**src/mhsp_regs.svh**
```systemverilog
// Register offsets, field positions, reset values and timing counts
`ifndef MHSP_REGS_SVH
`define MHSP_REGS_SVH
// Register offsets on the software port
`define MHSP_CTRL_OFS   3'h0
`define MHSP_TXD_OFS    3'h1
`define MHSP_RXD_OFS    3'h2
`define MHSP_STAT_OFS   3'h3
`define MHSP_MODEM_OFS  3'h4
// Control register fields
`define MHSP_DIV_MSB    15
`define MHSP_LEN_LSB    16
`define MHSP_STOP2_BIT  18
`define MHSP_PAR_LSB    19
// Control reset: divisor 869, 8 data bits, 1 stop, no parity
`define MHSP_CTRL_RST   32'h0003_0365
// Modem control register fields
`define MHSP_DCD_BIT    0
`define MHSP_RI_BIT     1
`define MHSP_SMS_BIT    2
// Status register fields
`define MHSP_ST_TXFULL  0
`define MHSP_ST_TXEMPTY 1
`define MHSP_ST_RXEMPTY 2
`define MHSP_ST_RXFULL  3
`define MHSP_ST_ERR_LSB 4
`define MHSP_ST_DTR     7
`define MHSP_ST_RTS     8
`define MHSP_ST_BUSY    9
// Timing: clock rate and bit-rate ceiling
`define MHSP_CLK_HZ     100000000
`define MHSP_MAX_BPS    115200
// Least divisor, rounded up so the rate never exceeds the ceiling
`define MHSP_MIN_DIV ((`MHSP_CLK_HZ + `MHSP_MAX_BPS - 1) / `MHSP_MAX_BPS)
// Queue depth and clear-to-send headroom
`define MHSP_FIFO_DEPTH 64
`define MHSP_CTS_MARGIN 2
`endif

```
**src/mhsp_pkg.sv**
```systemverilog
// Types shared by the host serial port design
package mhsp_pkg;
    // Transmit sequencer states
    typedef enum logic [2:0] {
        TX_IDLE  = 3'b000,
        TX_LOAD  = 3'b001,
        TX_START = 3'b010,
        TX_DATA  = 3'b011,
        TX_PAR   = 3'b100,
        TX_STOP  = 3'b101
    } mhsp_tx_state_t;
    // Receive sequencer states
    typedef enum logic [2:0] {
        RX_IDLE  = 3'b000,
        RX_START = 3'b001,
        RX_DATA  = 3'b010,
        RX_PAR   = 3'b011,
        RX_STOP  = 3'b100
    } mhsp_rx_state_t;
    // Parity selection
    typedef enum logic [1:0] {
        PAR_NONE = 2'b00,
        PAR_ODD  = 2'b01,
        PAR_EVEN = 2'b10
    } mhsp_parity_t;
endpackage : mhsp_pkg

```
**src/mhsp_fifo_ram.sv**
```systemverilog
// Queue storage with registered read data
`timescale 1ns/1ps
module mhsp_fifo_ram #(
    parameter int WIDTH = 8,
    parameter int DEPTH = 64,
    parameter int AW    = $clog2(DEPTH)
) (
    input  wire logic             clk_sys_i,
    input  wire logic             rst_b_i,
    input  wire logic             wr_en_i,
    input  wire logic [AW-1:0]    wr_addr_i,
    input  wire logic [WIDTH-1:0] wr_data_i,
    input  wire logic [AW-1:0]    rd_addr_i,
    output logic      [WIDTH-1:0] rd_data_o
);
    logic [WIDTH-1:0] mem [DEPTH];  // Storage, no reset needed

    // Write port
    always_ff @(posedge clk_sys_i)
    begin
        if (wr_en_i)
        begin
            mem[wr_addr_i] <= wr_data_i;
        end
    end

    // Read every cycle; a same-cycle write shows one cycle later
    always_ff @(posedge clk_sys_i or negedge rst_b_i)
    begin
        if (!rst_b_i)
        begin
            rd_data_o <= '0;
        end
        else
        begin
            rd_data_o <= mem[rd_addr_i];
        end
    end
endmodule : mhsp_fifo_ram

```
**src/mhsp_serial_port.sv**
```systemverilog
// Host-facing serial port with queues and modem control lines
`timescale 1ns/1ps
`include "mhsp_regs.svh"
// Overview of operation
// - Control lines active low, data active high
// - 64-byte transmit and receive queues
// - Data length and stop bits configurable
// - Odd, even or no parity both ways
// - Bit rate capped at 115.2 kbit/s
// - Hardware flow control on send lines
// - Carrier detect low while network connected
// - Ring indicate low on incoming call
// - Modem sends characters on serial output
// - Short-message indicator low on message event
// - Busy low while moving data, idle otherwise
module mhsp_serial_port #(
    parameter int DEPTH = `MHSP_FIFO_DEPTH
) (
    input  wire logic        clk_sys_i,
    input  wire logic        rst_b_i,
    input  wire logic [2:0]  addr_i,
    input  wire logic [31:0] wr_data_i,
    input  wire logic        wr_i,
    input  wire logic        rd_i,
    output logic      [31:0] rd_data_o,
    input  wire logic        serial_in_from_host_i,
    input  wire logic        host_request_send_n_i,
    input  wire logic        terminal_ready_n_i,
    output logic             serial_out_to_host_o,
    output logic             modem_clear_send_n_o,
    output logic             carrier_detect_n_o,
    output logic             ring_indicate_n_o,
    output logic             short_message_led_n_o,
    output logic             busy_led_n_o,
    output logic             idle_led_n_o
);
    import mhsp_pkg::*;

    localparam int          AW      = $clog2(DEPTH);
    localparam logic [15:0] MIN_DIV = 16'(`MHSP_MIN_DIV);
    localparam logic [AW:0] FULL    = (AW+1)'(DEPTH);
    localparam logic [AW:0] CTS_LVL = (AW+1)'(DEPTH - `MHSP_CTS_MARGIN);

    // Configuration and software-visible state
    logic [15:0]    divisor, next_divisor;      // Clocks per bit
    logic [1:0]     len_sel, next_len_sel;      // 0..3 = 5..8 bits
    logic           stop2, next_stop2;          // Two stop bits
    mhsp_parity_t   par_sel, next_par_sel;      // Parity mode
    logic [2:0]     modem_ctl, next_modem_ctl;  // Carrier, ring, sms
    logic [2:0]     err, next_err;              // Parity, frame, overrun
    logic [31:0]    next_rd_data;               // Read answer
    logic           next_cts_n, next_busy_n;    // Registered line drives

    // Queue pointers, one extra bit for full versus empty
    logic [AW:0]    tx_wptr, tx_rptr, rx_wptr, rx_rptr;
    logic [AW:0]    next_tx_rptr, next_rx_rptr;
    logic [AW:0]    tx_fill, rx_fill;
    logic           tx_push, tx_pop, rx_push, rx_pop;
    logic [7:0]     tx_q, rx_q;                 // Queue read data

    // Transmit sequencer
    mhsp_tx_state_t tx_state, next_tx_state;
    logic [15:0]    tx_tick, next_tx_tick;
    logic [2:0]     tx_bit, next_tx_bit;
    logic [7:0]     tx_shift, next_tx_shift;
    logic           tx_par, next_tx_par;
    logic           next_txd;

    // Receive sequencer
    mhsp_rx_state_t rx_state, next_rx_state;
    logic [15:0]    rx_tick, next_rx_tick;
    logic [2:0]     rx_bit, next_rx_bit;
    logic [7:0]     rx_shift, next_rx_shift;
    logic           rx_perr, next_rx_perr;
    logic [2:0]     err_set;                    // Error events

    // Derived character format
    logic [2:0]     last_bit;                   // Index of last data bit
    logic [7:0]     len_mask;                   // Valid data bits
    logic [7:0]     rx_byte;                    // Received, right aligned
    logic           tx_bit_end, rx_bit_end;
    logic           busy;

    assign last_bit   = 3'(len_sel) + 3'd4;
    assign len_mask   = 8'hff >> (3'd7 - last_bit);
    assign rx_byte    = rx_shift >> (3'd7 - last_bit);
    assign tx_fill    = tx_wptr - tx_rptr;
    assign rx_fill    = rx_wptr - rx_rptr;
    assign tx_bit_end = (tx_tick == divisor - 16'h0001);
    assign rx_bit_end = (rx_tick == divisor - 16'h0001);
    assign busy       = (tx_state != TX_IDLE) || (rx_state != RX_IDLE);

    mhsp_fifo_ram #(.WIDTH(8), .DEPTH(DEPTH)) u_tx_ram (
        .clk_sys_i (clk_sys_i),
        .rst_b_i   (rst_b_i),
        .wr_en_i   (tx_push),
        .wr_addr_i (tx_wptr[AW-1:0]),
        .wr_data_i (wr_data_i[7:0]),
        .rd_addr_i (next_tx_rptr[AW-1:0]),
        .rd_data_o (tx_q)
    );

    mhsp_fifo_ram #(.WIDTH(8), .DEPTH(DEPTH)) u_rx_ram (
        .clk_sys_i (clk_sys_i),
        .rst_b_i   (rst_b_i),
        .wr_en_i   (rx_push),
        .wr_addr_i (rx_wptr[AW-1:0]),
        .wr_data_i (rx_byte),
        .rd_addr_i (next_rx_rptr[AW-1:0]),
        .rd_data_o (rx_q)
    );

    // Software port: decode, writes, queue pops, read answer
    always_comb
    begin
        next_divisor   = divisor;
        next_len_sel   = len_sel;
        next_stop2     = stop2;
        next_par_sel   = par_sel;
        next_modem_ctl = modem_ctl;
        next_rd_data   = 32'h0000_0000;
        tx_push        = 1'b0;
        rx_pop         = 1'b0;
        // Errors clear by writing ones; a new event wins
        next_err       = err | err_set;
        if (wr_i)
        begin
            case (addr_i)
                `MHSP_CTRL_OFS:
                begin
                    next_divisor = (wr_data_i[`MHSP_DIV_MSB:0] < MIN_DIV)
                                 ? MIN_DIV : wr_data_i[`MHSP_DIV_MSB:0];
                    next_len_sel = wr_data_i[`MHSP_LEN_LSB +: 2];
                    next_stop2   = wr_data_i[`MHSP_STOP2_BIT];
                    // parity mode, reserved code means none
                    next_par_sel = (wr_data_i[`MHSP_PAR_LSB +: 2] == 2'b11)
                        ? PAR_NONE
                        : mhsp_parity_t'(wr_data_i[`MHSP_PAR_LSB +: 2]);
                end
                `MHSP_TXD_OFS:   tx_push = (tx_fill != FULL);
                `MHSP_STAT_OFS:
                    next_err = (err & ~wr_data_i[`MHSP_ST_ERR_LSB +: 3])
                             | err_set;
                `MHSP_MODEM_OFS: next_modem_ctl = wr_data_i[2:0];
                default:         next_err = err | err_set;
            endcase
        end
        if (rd_i)
        begin
            case (addr_i)
                `MHSP_CTRL_OFS:
                    next_rd_data = {11'h000, par_sel, stop2, len_sel,
                                    divisor};
                `MHSP_RXD_OFS:
                begin
                    // Empty queue reads as zero and pops nothing
                    rx_pop       = (rx_fill != '0);
                    next_rd_data = rx_pop ? {24'h000000, rx_q} : 32'h0;
                end
                `MHSP_STAT_OFS:
                begin
                    next_rd_data[`MHSP_ST_TXFULL]  = (tx_fill == FULL);
                    next_rd_data[`MHSP_ST_TXEMPTY] = (tx_fill == '0);
                    next_rd_data[`MHSP_ST_RXEMPTY] = (rx_fill == '0);
                    next_rd_data[`MHSP_ST_RXFULL]  = (rx_fill == FULL);
                    next_rd_data[`MHSP_ST_ERR_LSB +: 3] = err;
                    next_rd_data[`MHSP_ST_DTR]  = !terminal_ready_n_i;
                    next_rd_data[`MHSP_ST_RTS]  = !host_request_send_n_i;
                    next_rd_data[`MHSP_ST_BUSY] = busy;
                end
                `MHSP_MODEM_OFS: next_rd_data = {29'h0, modem_ctl};
                default:         next_rd_data = 32'h0000_0000;
            endcase
        end
        next_tx_rptr = tx_rptr + (AW+1)'(tx_pop);
        next_rx_rptr = rx_rptr + (AW+1)'(rx_pop);
        // hold clear-to-send off near a full queue
        next_cts_n   = (rx_fill >= CTS_LVL);
        next_busy_n  = !busy;
    end

    // Transmit sequencer: load, start, data, parity, stop
    always_comb
    begin
        next_tx_state = tx_state;
        next_tx_tick  = tx_tick + 16'h0001;
        next_tx_bit   = tx_bit;
        next_tx_shift = tx_shift;
        next_tx_par   = tx_par;
        next_txd      = serial_out_to_host_o;
        tx_pop        = 1'b0;
        case (tx_state)
            TX_IDLE:
            begin
                next_txd     = 1'b1;
                next_tx_tick = 16'h0000;
                // start a character only while host request is low
                if ((tx_fill != '0) && !host_request_send_n_i)
                begin
                    next_tx_state = TX_LOAD;
                end
            end
            TX_LOAD:
            begin
                // parity over the valid data bits
                next_tx_par   = ^(tx_q & len_mask) ^ (par_sel == PAR_ODD);
                next_tx_shift = tx_q;
                tx_pop        = 1'b1;
                next_tx_tick  = 16'h0000;
                next_txd      = 1'b0;
                next_tx_state = TX_START;
            end
            TX_START:
            begin
                if (tx_bit_end)
                begin
                    next_tx_tick  = 16'h0000;
                    next_tx_bit   = 3'd0;
                    next_txd      = tx_shift[0];
                    next_tx_state = TX_DATA;
                end
            end
            TX_DATA:
            begin
                if (tx_bit_end)
                begin
                    next_tx_tick = 16'h0000;
                    if (tx_bit != last_bit)
                    begin
                        next_tx_bit   = tx_bit + 3'd1;
                        next_tx_shift = tx_shift >> 1;
                        next_txd      = tx_shift[1];
                    end
                    else if (par_sel != PAR_NONE)
                    begin
                        next_txd      = tx_par;
                        next_tx_state = TX_PAR;
                    end
                    else
                    begin
                        next_txd      = 1'b1;
                        next_tx_bit   = 3'd0;
                        next_tx_state = TX_STOP;
                    end
                end
            end
            TX_PAR:
            begin
                if (tx_bit_end)
                begin
                    next_tx_tick  = 16'h0000;
                    next_txd      = 1'b1;
                    next_tx_bit   = 3'd0;
                    next_tx_state = TX_STOP;
                end
            end
            TX_STOP:
            begin
                if (tx_bit_end)
                begin
                    next_tx_tick = 16'h0000;
                    next_tx_bit  = 3'd1;
                    if (!stop2 || (tx_bit == 3'd1))
                    begin
                        next_tx_state = TX_IDLE;
                    end
                end
            end
            default:
            begin
                next_txd      = 1'b1;
                next_tx_state = TX_IDLE;
            end
        endcase
    end

    // Receive sequencer: centre-samples each bit from the start edge
    always_comb
    begin
        next_rx_state = rx_state;
        next_rx_tick  = rx_tick + 16'h0001;
        next_rx_bit   = rx_bit;
        next_rx_shift = rx_shift;
        next_rx_perr  = rx_perr;
        err_set       = 3'b000;
        rx_push       = 1'b0;
        case (rx_state)
            RX_IDLE:
            begin
                next_rx_tick = 16'h0000;
                if (!serial_in_from_host_i)
                begin
                    next_rx_state = RX_START;
                end
            end
            RX_START:
            begin
                // Half a bit in; a high line was only a glitch
                if (rx_tick == (divisor >> 1))
                begin
                    next_rx_tick  = 16'h0000;
                    next_rx_bit   = 3'd0;
                    next_rx_shift = 8'h00;
                    next_rx_perr  = 1'b0;
                    next_rx_state = serial_in_from_host_i ? RX_IDLE
                                                          : RX_DATA;
                end
            end
            RX_DATA:
            begin
                if (rx_bit_end)
                begin
                    // first bit lands lowest after alignment
                    next_rx_tick  = 16'h0000;
                    next_rx_shift = {serial_in_from_host_i, rx_shift[7:1]};
                    next_rx_bit   = rx_bit + 3'd1;
                    if (rx_bit == last_bit)
                    begin
                        next_rx_state = (par_sel != PAR_NONE) ? RX_PAR
                                                              : RX_STOP;
                    end
                end
            end
            RX_PAR:
            begin
                if (rx_bit_end)
                begin
                    next_rx_tick  = 16'h0000;
                    next_rx_perr  = serial_in_from_host_i
                                  != (^rx_shift ^ (par_sel == PAR_ODD));
                    next_rx_state = RX_STOP;
                end
            end
            RX_STOP:
            begin
                // First stop bit checked; leave at its centre to resync
                if (rx_bit_end)
                begin
                    err_set[0]    = rx_perr;
                    err_set[1]    = !serial_in_from_host_i;
                    rx_push       = (rx_fill != FULL);
                    err_set[2]    = !rx_push;
                    next_rx_state = RX_IDLE;
                end
            end
            default: next_rx_state = RX_IDLE;
        endcase
    end

    // Register all state and output drives
    always_ff @(posedge clk_sys_i or negedge rst_b_i)
    begin
        if (!rst_b_i)
        begin
            divisor               <= 16'(`MHSP_CTRL_RST);
            len_sel               <= 2'(`MHSP_CTRL_RST >> `MHSP_LEN_LSB);
            stop2                 <= 1'b0;
            par_sel               <= PAR_NONE;
            modem_ctl             <= 3'b000;
            err                   <= 3'b000;
            rd_data_o             <= 32'h0000_0000;
            tx_wptr               <= '0;
            tx_rptr               <= '0;
            rx_wptr               <= '0;
            rx_rptr               <= '0;
            tx_state              <= TX_IDLE;
            tx_tick               <= 16'h0000;
            tx_bit                <= 3'd0;
            tx_shift              <= 8'h00;
            tx_par                <= 1'b0;
            rx_state              <= RX_IDLE;
            rx_tick               <= 16'h0000;
            rx_bit                <= 3'd0;
            rx_shift              <= 8'h00;
            rx_perr               <= 1'b0;
            serial_out_to_host_o  <= 1'b1;
            modem_clear_send_n_o  <= 1'b1;
            carrier_detect_n_o    <= 1'b1;
            ring_indicate_n_o     <= 1'b1;
            short_message_led_n_o <= 1'b1;
            busy_led_n_o          <= 1'b1;
            idle_led_n_o          <= 1'b1;
        end
        else
        begin
            divisor               <= next_divisor;
            len_sel               <= next_len_sel;
            stop2                 <= next_stop2;
            par_sel               <= next_par_sel;
            modem_ctl             <= next_modem_ctl;
            err                   <= next_err;
            rd_data_o             <= next_rd_data;
            tx_wptr               <= tx_wptr + (AW+1)'(tx_push);
            tx_rptr               <= next_tx_rptr;
            rx_wptr               <= rx_wptr + (AW+1)'(rx_push);
            rx_rptr               <= next_rx_rptr;
            tx_state              <= next_tx_state;
            tx_tick               <= next_tx_tick;
            tx_bit                <= next_tx_bit;
            tx_shift              <= next_tx_shift;
            tx_par                <= next_tx_par;
            rx_state              <= next_rx_state;
            rx_tick               <= next_rx_tick;
            rx_bit                <= next_rx_bit;
            rx_shift              <= next_rx_shift;
            rx_perr               <= next_rx_perr;
            serial_out_to_host_o  <= next_txd;
            modem_clear_send_n_o  <= next_cts_n;
            carrier_detect_n_o    <= !modem_ctl[`MHSP_DCD_BIT];
            ring_indicate_n_o     <= !modem_ctl[`MHSP_RI_BIT];
            short_message_led_n_o <= !modem_ctl[`MHSP_SMS_BIT];
            busy_led_n_o          <= next_busy_n;
            // idle indicator low when not busy
            idle_led_n_o          <= !next_busy_n;
        end
    end
endmodule : mhsp_serial_port

```
**config.mk**
```make
export PLATFORM = sky130hd
export DESIGN_NAME = mhsp_serial_port
export DESIGN_NICKNAME = d
export VERILOG_FILES = /design/src/mhsp_pkg.sv /design/src/mhsp_fifo_ram.sv /design/src/mhsp_serial_port.sv
export VERILOG_INCLUDE_DIRS = /design/src
export SDC_FILE = /design/constraint.sdc
export NUM_CORES = 1
export LEC_CHECK = 0
export CORE_UTILIZATION = 60
export DETAILED_ROUTE_END_ITERATION = 6
export DONT_BUFFER_PORTS = 1
export PLACE_DENSITY = 0.8
export SKIP_CTS_REPAIR_TIMING = 1
export SLEW_MARGIN = 20
export SYNTH_ARGS = -nofsm -noshare
export SYNTH_HDL_FRONTEND = slang
export SYNTH_HIERARCHICAL = 1
export SYNTH_SLANG_ARGS = --single-unit
export TNS_END_PERCENT = 50
```
**constraint.sdc**
```tcl
create_clock -name clk_sys_i -period 6.3 [get_ports clk_sys_i]
set_clock_uncertainty 0.15 [all_clocks]
set_input_delay 0.63 -clock clk_sys_i [delete_from_list [all_inputs] [get_ports clk_sys_i]]
set_output_delay 0.63 -clock clk_sys_i [all_outputs]
set_load 0.02 [all_outputs]
```
; After elaboration in Yosys (flattened, before gate mapping)
; Memories as Yosys holds them, arrays and structs flattened. A register that Yosys moved wholly into a read port is not among the register bits.
; Index checks and enable logic that the tools add are counted.
[totals]
regBits = 156
mem_bits_rw = 1024
inputBits = 42
out_inout_bits = 39
wordCells = 208
mem_count = 2
[op_classes]
n_addsub = 13
n_lt_le_gt_ge = 2
eq_ne = 42
shifts = 2
muxes = 68
bitwise = 8
reduce_logical = 43
[memory_table]
columns = memory, words, word_bits, read_ports, rd_clocked_by_memory_dff, wr, line
row1 = u_rx_ram.mem, 64, 8, 1, 1, 1, mhsp_fifo_ram.sv:16  ; logic [WIDTH-1:0] mem [DEPTH];
row2 = u_tx_ram.mem, 64, 8, 1, 1, 1, mhsp_fifo_ram.sv:16
[ops]
columns = cell, n
row1 = 3-bit two-way mux, 25
row2 = 16-bit two-way mux, 4
row3 = 16-bit case mux with 3 select lines, 1
row4 = 8-bit two-way mux, 5
row5 = 10-bit case mux with 4 select lines, 1
row6 = "16-bit by 1-bit adder with 16-bit output, second input constant", 2
row7 = 16-bit equality test, 2
row8 = 16-bit case mux with 2 select lines, 1
row9 = 8-bit case mux with 2 select lines, 2
row10 = 7-bit by 1-bit adder with 7-bit output, 4
row11 = "2-bit inequality test, second input constant", 14
row12 = 11-bit case mux with 2 select lines, 1
row13 = 21-bit two-way mux, 1
row14 = 1-bit two-way mux, 19
row15 = "3-bit by 2-bit equality test with 1-bit output, second input constant", 6
row16 = 3-bit case mux with 6 select lines, 1
row17 = 16-bit by 15-bit equality test with 1-bit output, 1
row18 = "16-bit by 10-bit < comparator with 1-bit output, second input constant", 1
row19 = 8-bit parity, 2
row20 = "16-bit by 1-bit subtractor with 16-bit output, second input constant", 1
row21 = 3-bit case mux with 5 select lines, 1
row22 = "7-bit equality test, second input constant", 2
row23 = 7-bit zero test, 2
row24 = "7-bit inequality test, second input constant", 2
row25 = 42 further kinds, 77

; Longest topological paths before layout
[logic_depth]
ltp_word = 8
ltp_mapped = 21
mapped_depth_nobuf = 19

; By module
; The synthesis kept the hierarchy.
[modules_own_cells]
columns = mod, n_inst, cells_per_inst, area_each_um2, seq_area_each_um2
row1 = mhsp_fifo_ram, 2, 942, 20211.9, 15574.9
row2 = mhsp_serial_port, 1, 975, 8946.1, 3647.2

; Least setup slack after synthesis
; No wires, ideal clock.
[synth_path]
kind = register -> register
startpoint = register rx_wptr[0]
endpoint = register u_rx_ram.rd_data_o[3], read port of u_rx_ram.mem
setup_ns = 0.143
arrival_ns = 4.578
required_time_ns = 6.007
setup_slack_ns = 1.429
path_stages_with_launch = 20
n_path_buf = 3
synth_period_minus_slack_ns = 4.871
path_cell_list = dfrtp_1 > inv_1 > ha_1 > fa_1 > nor2b_1 > o21ai_0 > a21oi_1 > nor2_1 > nor4_1 > a31oi_1 > and2_1 > ha_1 > ha_1 > buf_2 > buf_4 > buf_2 > mux4_2 > mux4_2 > o21ai_1 > o41ai_1
[synth_via]
elab_chain_len = 5
[synth_lines]
columns = element, line
row1 = "start, declared", mhsp_serial_port.sv:55  ; logic [AW:0] tx_wptr, tx_rptr, rx_wptr, rx_rptr;
row2 = "start signal, assigned", mhsp_serial_port.sv:395  ; rx_wptr <= rx_wptr + (AW+1)'(rx_push);
row3 = 7-bit subtractor, mhsp_serial_port.sv:88  ; assign rx_fill = rx_wptr - rx_rptr;
row4 = 7-bit nonzero test, mhsp_serial_port.sv:157  ; rx_pop = (rx_fill != '0);
row5 = 1-bit two-way mux, mhsp_serial_port.sv:150  ; case (addr_i)
row6 = 1-bit two-way mux, mhsp_serial_port.sv:148  ; if (rd_i)
row7 = 7-bit by 1-bit adder with 7-bit output, mhsp_serial_port.sv:176  ; next_rx_rptr = rx_rptr + (AW+1)'(rx_pop);
row8 = net next_rx_rptr[1], mhsp_serial_port.sv:56  ; logic [AW:0] next_tx_rptr, next_rx_rptr;
row9 = "end, declared", mhsp_fifo_ram.sv:14  ; output logic [WIDTH-1:0] rd_data_o
; The timed path passes the listed nets, and every way through them passes these cells.
; A chain may end at the register's enable or synchronous reset.

; Worst setup path in the final report
[layout_path]
startpoint = register divisor[1]
endpoint = memory u_rx_ram.mem[58][0] (enable)
[layout_via]
elab_chain_len = 6
[layout_lines]
columns = element, line
row1 = "start, declared", mhsp_serial_port.sv:45  ; logic [15:0] divisor, next_divisor;
row2 = "start signal, assigned", mhsp_serial_port.sv:355  ; divisor <= 16'(`MHSP_CTRL_RST);
row3 = "start signal, assigned", mhsp_serial_port.sv:386  ; divisor <= next_divisor;
row4 = 16-bit by 1-bit subtractor with 16-bit output, mhsp_serial_port.sv:90  ; assign rx_bit_end = (rx_tick == divisor - 16'h0001);
row5 = 16-bit equality test, mhsp_serial_port.sv:90
row6 = 1-bit two-way mux, mhsp_serial_port.sv:337  ; if (rx_bit_end)
row7 = 1-bit two-way mux, mhsp_serial_port.sv:287  ; case (rx_state)
row8 = net rx_push, mhsp_serial_port.sv:58  ; logic tx_push, tx_pop, rx_push, rx_pop;
row9 = 1-bit two-way mux, mhsp_fifo_ram.sv:21  ; if (wr_en_i)
row10 = 1-bit two-way mux (not written as such), mhsp_fifo_ram.sv:23  ; mem[wr_addr_i] <= wr_data_i;
row11 = "end, declared", mhsp_fifo_ram.sv:16
; The timed path passes the listed nets, and every way through them passes these cells.

==> results_dict.tcl <==
set metrics [dict create \
    fin_nets 3043 \
    clk-insertion-delay-late_ns 0.71 \
    worst_pin_slew_ns 1.07 \
    swShare_pct 28.6 \
    finalSetupViolations 0 \
    hp-class "input pin to flop" \
    vias_per_cell 6.69 \
    fp-row-count 104 \
    antenna_found_initial 1 \
    track_usage_pct 27.7 \
    synth_xor_area_share_pct 2.32 \
    clockBufferDepth 3 \
    numCtsBuffers 112 \
    cts_tree "done" \
    synth_compound_area_share_pct 3.67 \
    p_int_w 0.0149 \
    die_w_um 289 \
    dp_hpwl_mm 66.8 \
    netlist_instances 2859 \
    hold_viol_final 0 \
    clockRootBuffer "clkbuf_16" \
    synthAdderAreaFrac_pct 0.750 \
    gp_congestion 0.911 \
    utilization_pct 68.3 \
    routed_wirelength_mm 117 \
    synth_top_family_by_area "multiplexers" \
    clkSinkCount 1185 \
    p_per_area_nw_per_um2 379 \
    dieArea_um2 83400 \
    yosys_most_used_dff "edfxtp_1" \
    grt_pass1_vias 27500 \
    max_freq_mhz 173 \
    crit_path_cell_trace "inv_1, ha_1, nor3b_1, nor3b_1, xnor3_1, nand4_1, nor4_1, nand2b_1, or2_2, a21oi_1, nor2b_1, nand2_1, nor2_1, buf_4" \
    p_clk_share_pct 32.8 \
    combPwrFrac_pct 23.1 \
    drc 0 \
    seq_area_frac_synth_pct 70.5 \
    synthMuxAreaShare_pct 13.7 \
    dr.pass1.iters 6 \
    p_switching_w 0.00599 \
    n_fill_cell 4826 \
    syn_avg_cell_area_um2 17.3 \
    wl_per_cell_um 28.3 \
    grt_overflow 0 \
    slowest_delay_ns 0.60 \
    drive_gt1_share_pct 21.3 \
    cpLargestDelayFamily "simple AND/OR/NAND/NOR gates" \
    fin_crit_sh_pct 91.8 \
    ys_types 78 \
    slew_headroom_pct 27.6 \
    yosys_register_bits 1185 \
    outcome "finished, final reports clean" \
    io_pins 81 \
    crit_buf_inv 2 \
    synth_edf_count 1024 \
    die_y_um 289 \
    cp_max_fo 12 \
    io_buffers 0 \
    criticalPathCategory "flop to flop" \
    report.final.slew_viol_count 0 \
    p_leak_nw 18.2 \
    syn_area_um2 49400 \
    initial_core_util_pct 61.0 \
    place_area_um2 51000 \
    crit_path_top_delay_cell "nor3b_1" \
    drt_iter0_markers 3580 \
    grt_max_degree 162 \
    end_kind "flop" \
    htree_num_levels 3 \
    ys_warn_count 6 \
    synth-simple-area-share_pct 6.81 \
    tns_ns 0 \
    synth-async-reset-ratio_pct 13.6 \
    peakVddDrop_v 0.000286 \
    rsz0062_at_grt "false" \
    area_growth_pct 11.9 \
    max_cap_viol_count 0 \
    cp.arrival_ns 5.99 \
    period_needed_ns 5.78 \
    grt_pass1_wl_mm 171 \
    required_ns 6.51 \
    clk_pin_slew_ns 0.06 \
    core_um2 80900 \
    fin_area_um2 55200 \
    critPathMostFrequentCell "nor3b_1" \
    vias 27600 \
    setup.worst_path.start_class "flop" \
    pwr-share-seq_pct 44.1 \
    ant_nets 0 \
]
-- routing by layer --
metal | share of wire [%] | track usage [%] | up-vias
met5 | 0.014 | 0 | -
met4 | 4.7 | 11.2 | 2
met3 | 9.2 | 4.26 | 322
met2 | 50 | 46.0 | 1759
met1 | 36 | 37.1 | 14100
li1 | - | - | 11500
-- synth_stat cells, drive strengths merged (9+ instances only) --
| library cell | n | area (um2) |
|---|---|---|
| edfxtp | 1024 | 30700 |
| nor2 | 254 | 953 |
| mux4 | 252 | 5680 |
| dfrtp | 146 | 3650 |
| nand2 | 145 | 544 |
| buf | 95 | 683 |
| xnor2 | 82 | 718 |
| clkbuf | 70 | 263 |
| nand3 | 67 | 335 |
| mux2i | 63 | 631 |
| o21ai | 49 | 245 |
| mux2 | 42 | 473 |
| xor2 | 41 | 359 |
| inv | 40 | 150 |
| nor3 | 40 | 216 |
| nor2b | 39 | 244 |
| a21oi | 38 | 190 |
| nand2b | 31 | 194 |
| ha | 28 | 350 |
| o22ai | 21 | 131 |
| and2 | 19 | 119 |
| and3 | 17 | 106 |
| nor4 | 17 | 113 |
| o221ai | 17 | 149 |
| nand4 | 16 | 100 |
| a221oi | 15 | 138 |
| dfstp | 15 | 394 |
| a211oi | 12 | 90.1 |
| nand3b | 12 | 90.1 |
| a22oi | 11 | 82.6 |
| or3 | 11 | 68.8 |
| o21a | 9 | 67.6 |
| or4 | 9 | 78.8 |
-- area by class of cell --
cell class                      count  area, um2  area share [%]
Timing Repair Buffer              154       1440            2.60
Multi-Input combinational cell   1479      13800            24.9
Antenna cell                        1       2.50         0.00453
Clock buffer                      134       2930            5.30
Clock inverter                     75        851            1.54
Sequential cell                  1185      34800            63.0
Inverter                           40        150           0.272
Tap cell                         1060       1330            2.40
-- power by group through the flow --
| stage | clock (W) | combinational (W) | sequential, W |
|---|---|---|---|
| floorplan | 0 | 0.00370 | 0.00914 |
| global placement | 0 | 0.00444 | 0.00935 |
| detailed placement | 0 | 0.00458 | 0.00937 |
| CTS | 0.00694 | 0.00470 | 0.00921 |
| global route | 0.00722 | 0.00509 | 0.00926 |
| finish | 0.00687 | 0.00483 | 0.00923 |
-- state kept, by name (all words and copies together) (netlist names), 3 cells and up --
signal              cells
tx_rptr                 7
tx_shift                8
tx_tick                16
modem_ctl               3
tx_bit                  3
u_rx_ram/rd_data_o      8
u_rx_ram/mem          512
divisor                16
u_tx_ram/rd_data_o      8
u_tx_ram/mem          512
err                     3
rx_shift                8
rd_data_o              21
rx_rptr                 7
rx_state                3
rx_tick                16
tx_state                3
rx_wptr                 7
tx_wptr                 7
rx_bit                  3
-- tightest hold or removal path, delay by kind of cell --
| kind | cells | cell delay [ns] |
|---|---|---|
| AND/OR/NAND/NOR | 2 | 0.10 |
| AO/OA/AOI/OAI | 1 | 0.06 |
-- metrics by stage --
stage	std cells	total power (W)	hold WS (ns)	setup slack (ns)
floorplan	2869	0.0128	0.184	1.43
CTS	4098	0.0209	-0.571	0.656
finish	4128	0.0209	0.00703	0.520
global route	4127	0.0216	0.0145	0.261
global placement	3889	0.0138	0.188	0.784
detailed placement	3889	0.0140	0.187	0.747
-- worst paths after layout --
path,startpoint,to,slack [ns],cells after the start
min reg2reg,modem_ctl[1],ring_indicate_n_o,0.28,1
max reg2reg,divisor[1],u_rx_ram/mem[58][0],0.52,14
min,wr_data_i[6],err[2],0.007,3
max,divisor[1],u_rx_ram/mem[58][0],0.52,14
max in group asynchronous,rst_b_i,rx_rptr[1],4.89,2
min in group asynchronous,rst_b_i,tx_tick[14],0.42,2
-- cells by family after synthesis --
kind of cell,count (synthesis)
DFF,1185
adders and majority gates,29
muxes,357
and+or+nand+nor,701
xor gates and xnor gates,126
buffers and inverters,205
other,1
AOI/OAI and AO/OA,255
-- cells in the final DEF, fill, tap and decap left out, types with 37 or more instances in the layout --
cell and count:
edfxtp_1 1024, nor2_1 254, mux4_2 252, dfrtp_1 146
nand2_1 145, buf_4 121, clkbuf_16 113, xnor2_1 78
nand3_1 67, mux2i_1 59, mux2_2 42, o21ai_0 41
inv_1 40, xor2_1 39, nor2b_1 38, a21oi_1 37
nor3_1 37
Power figures use the tool's default switching activity.
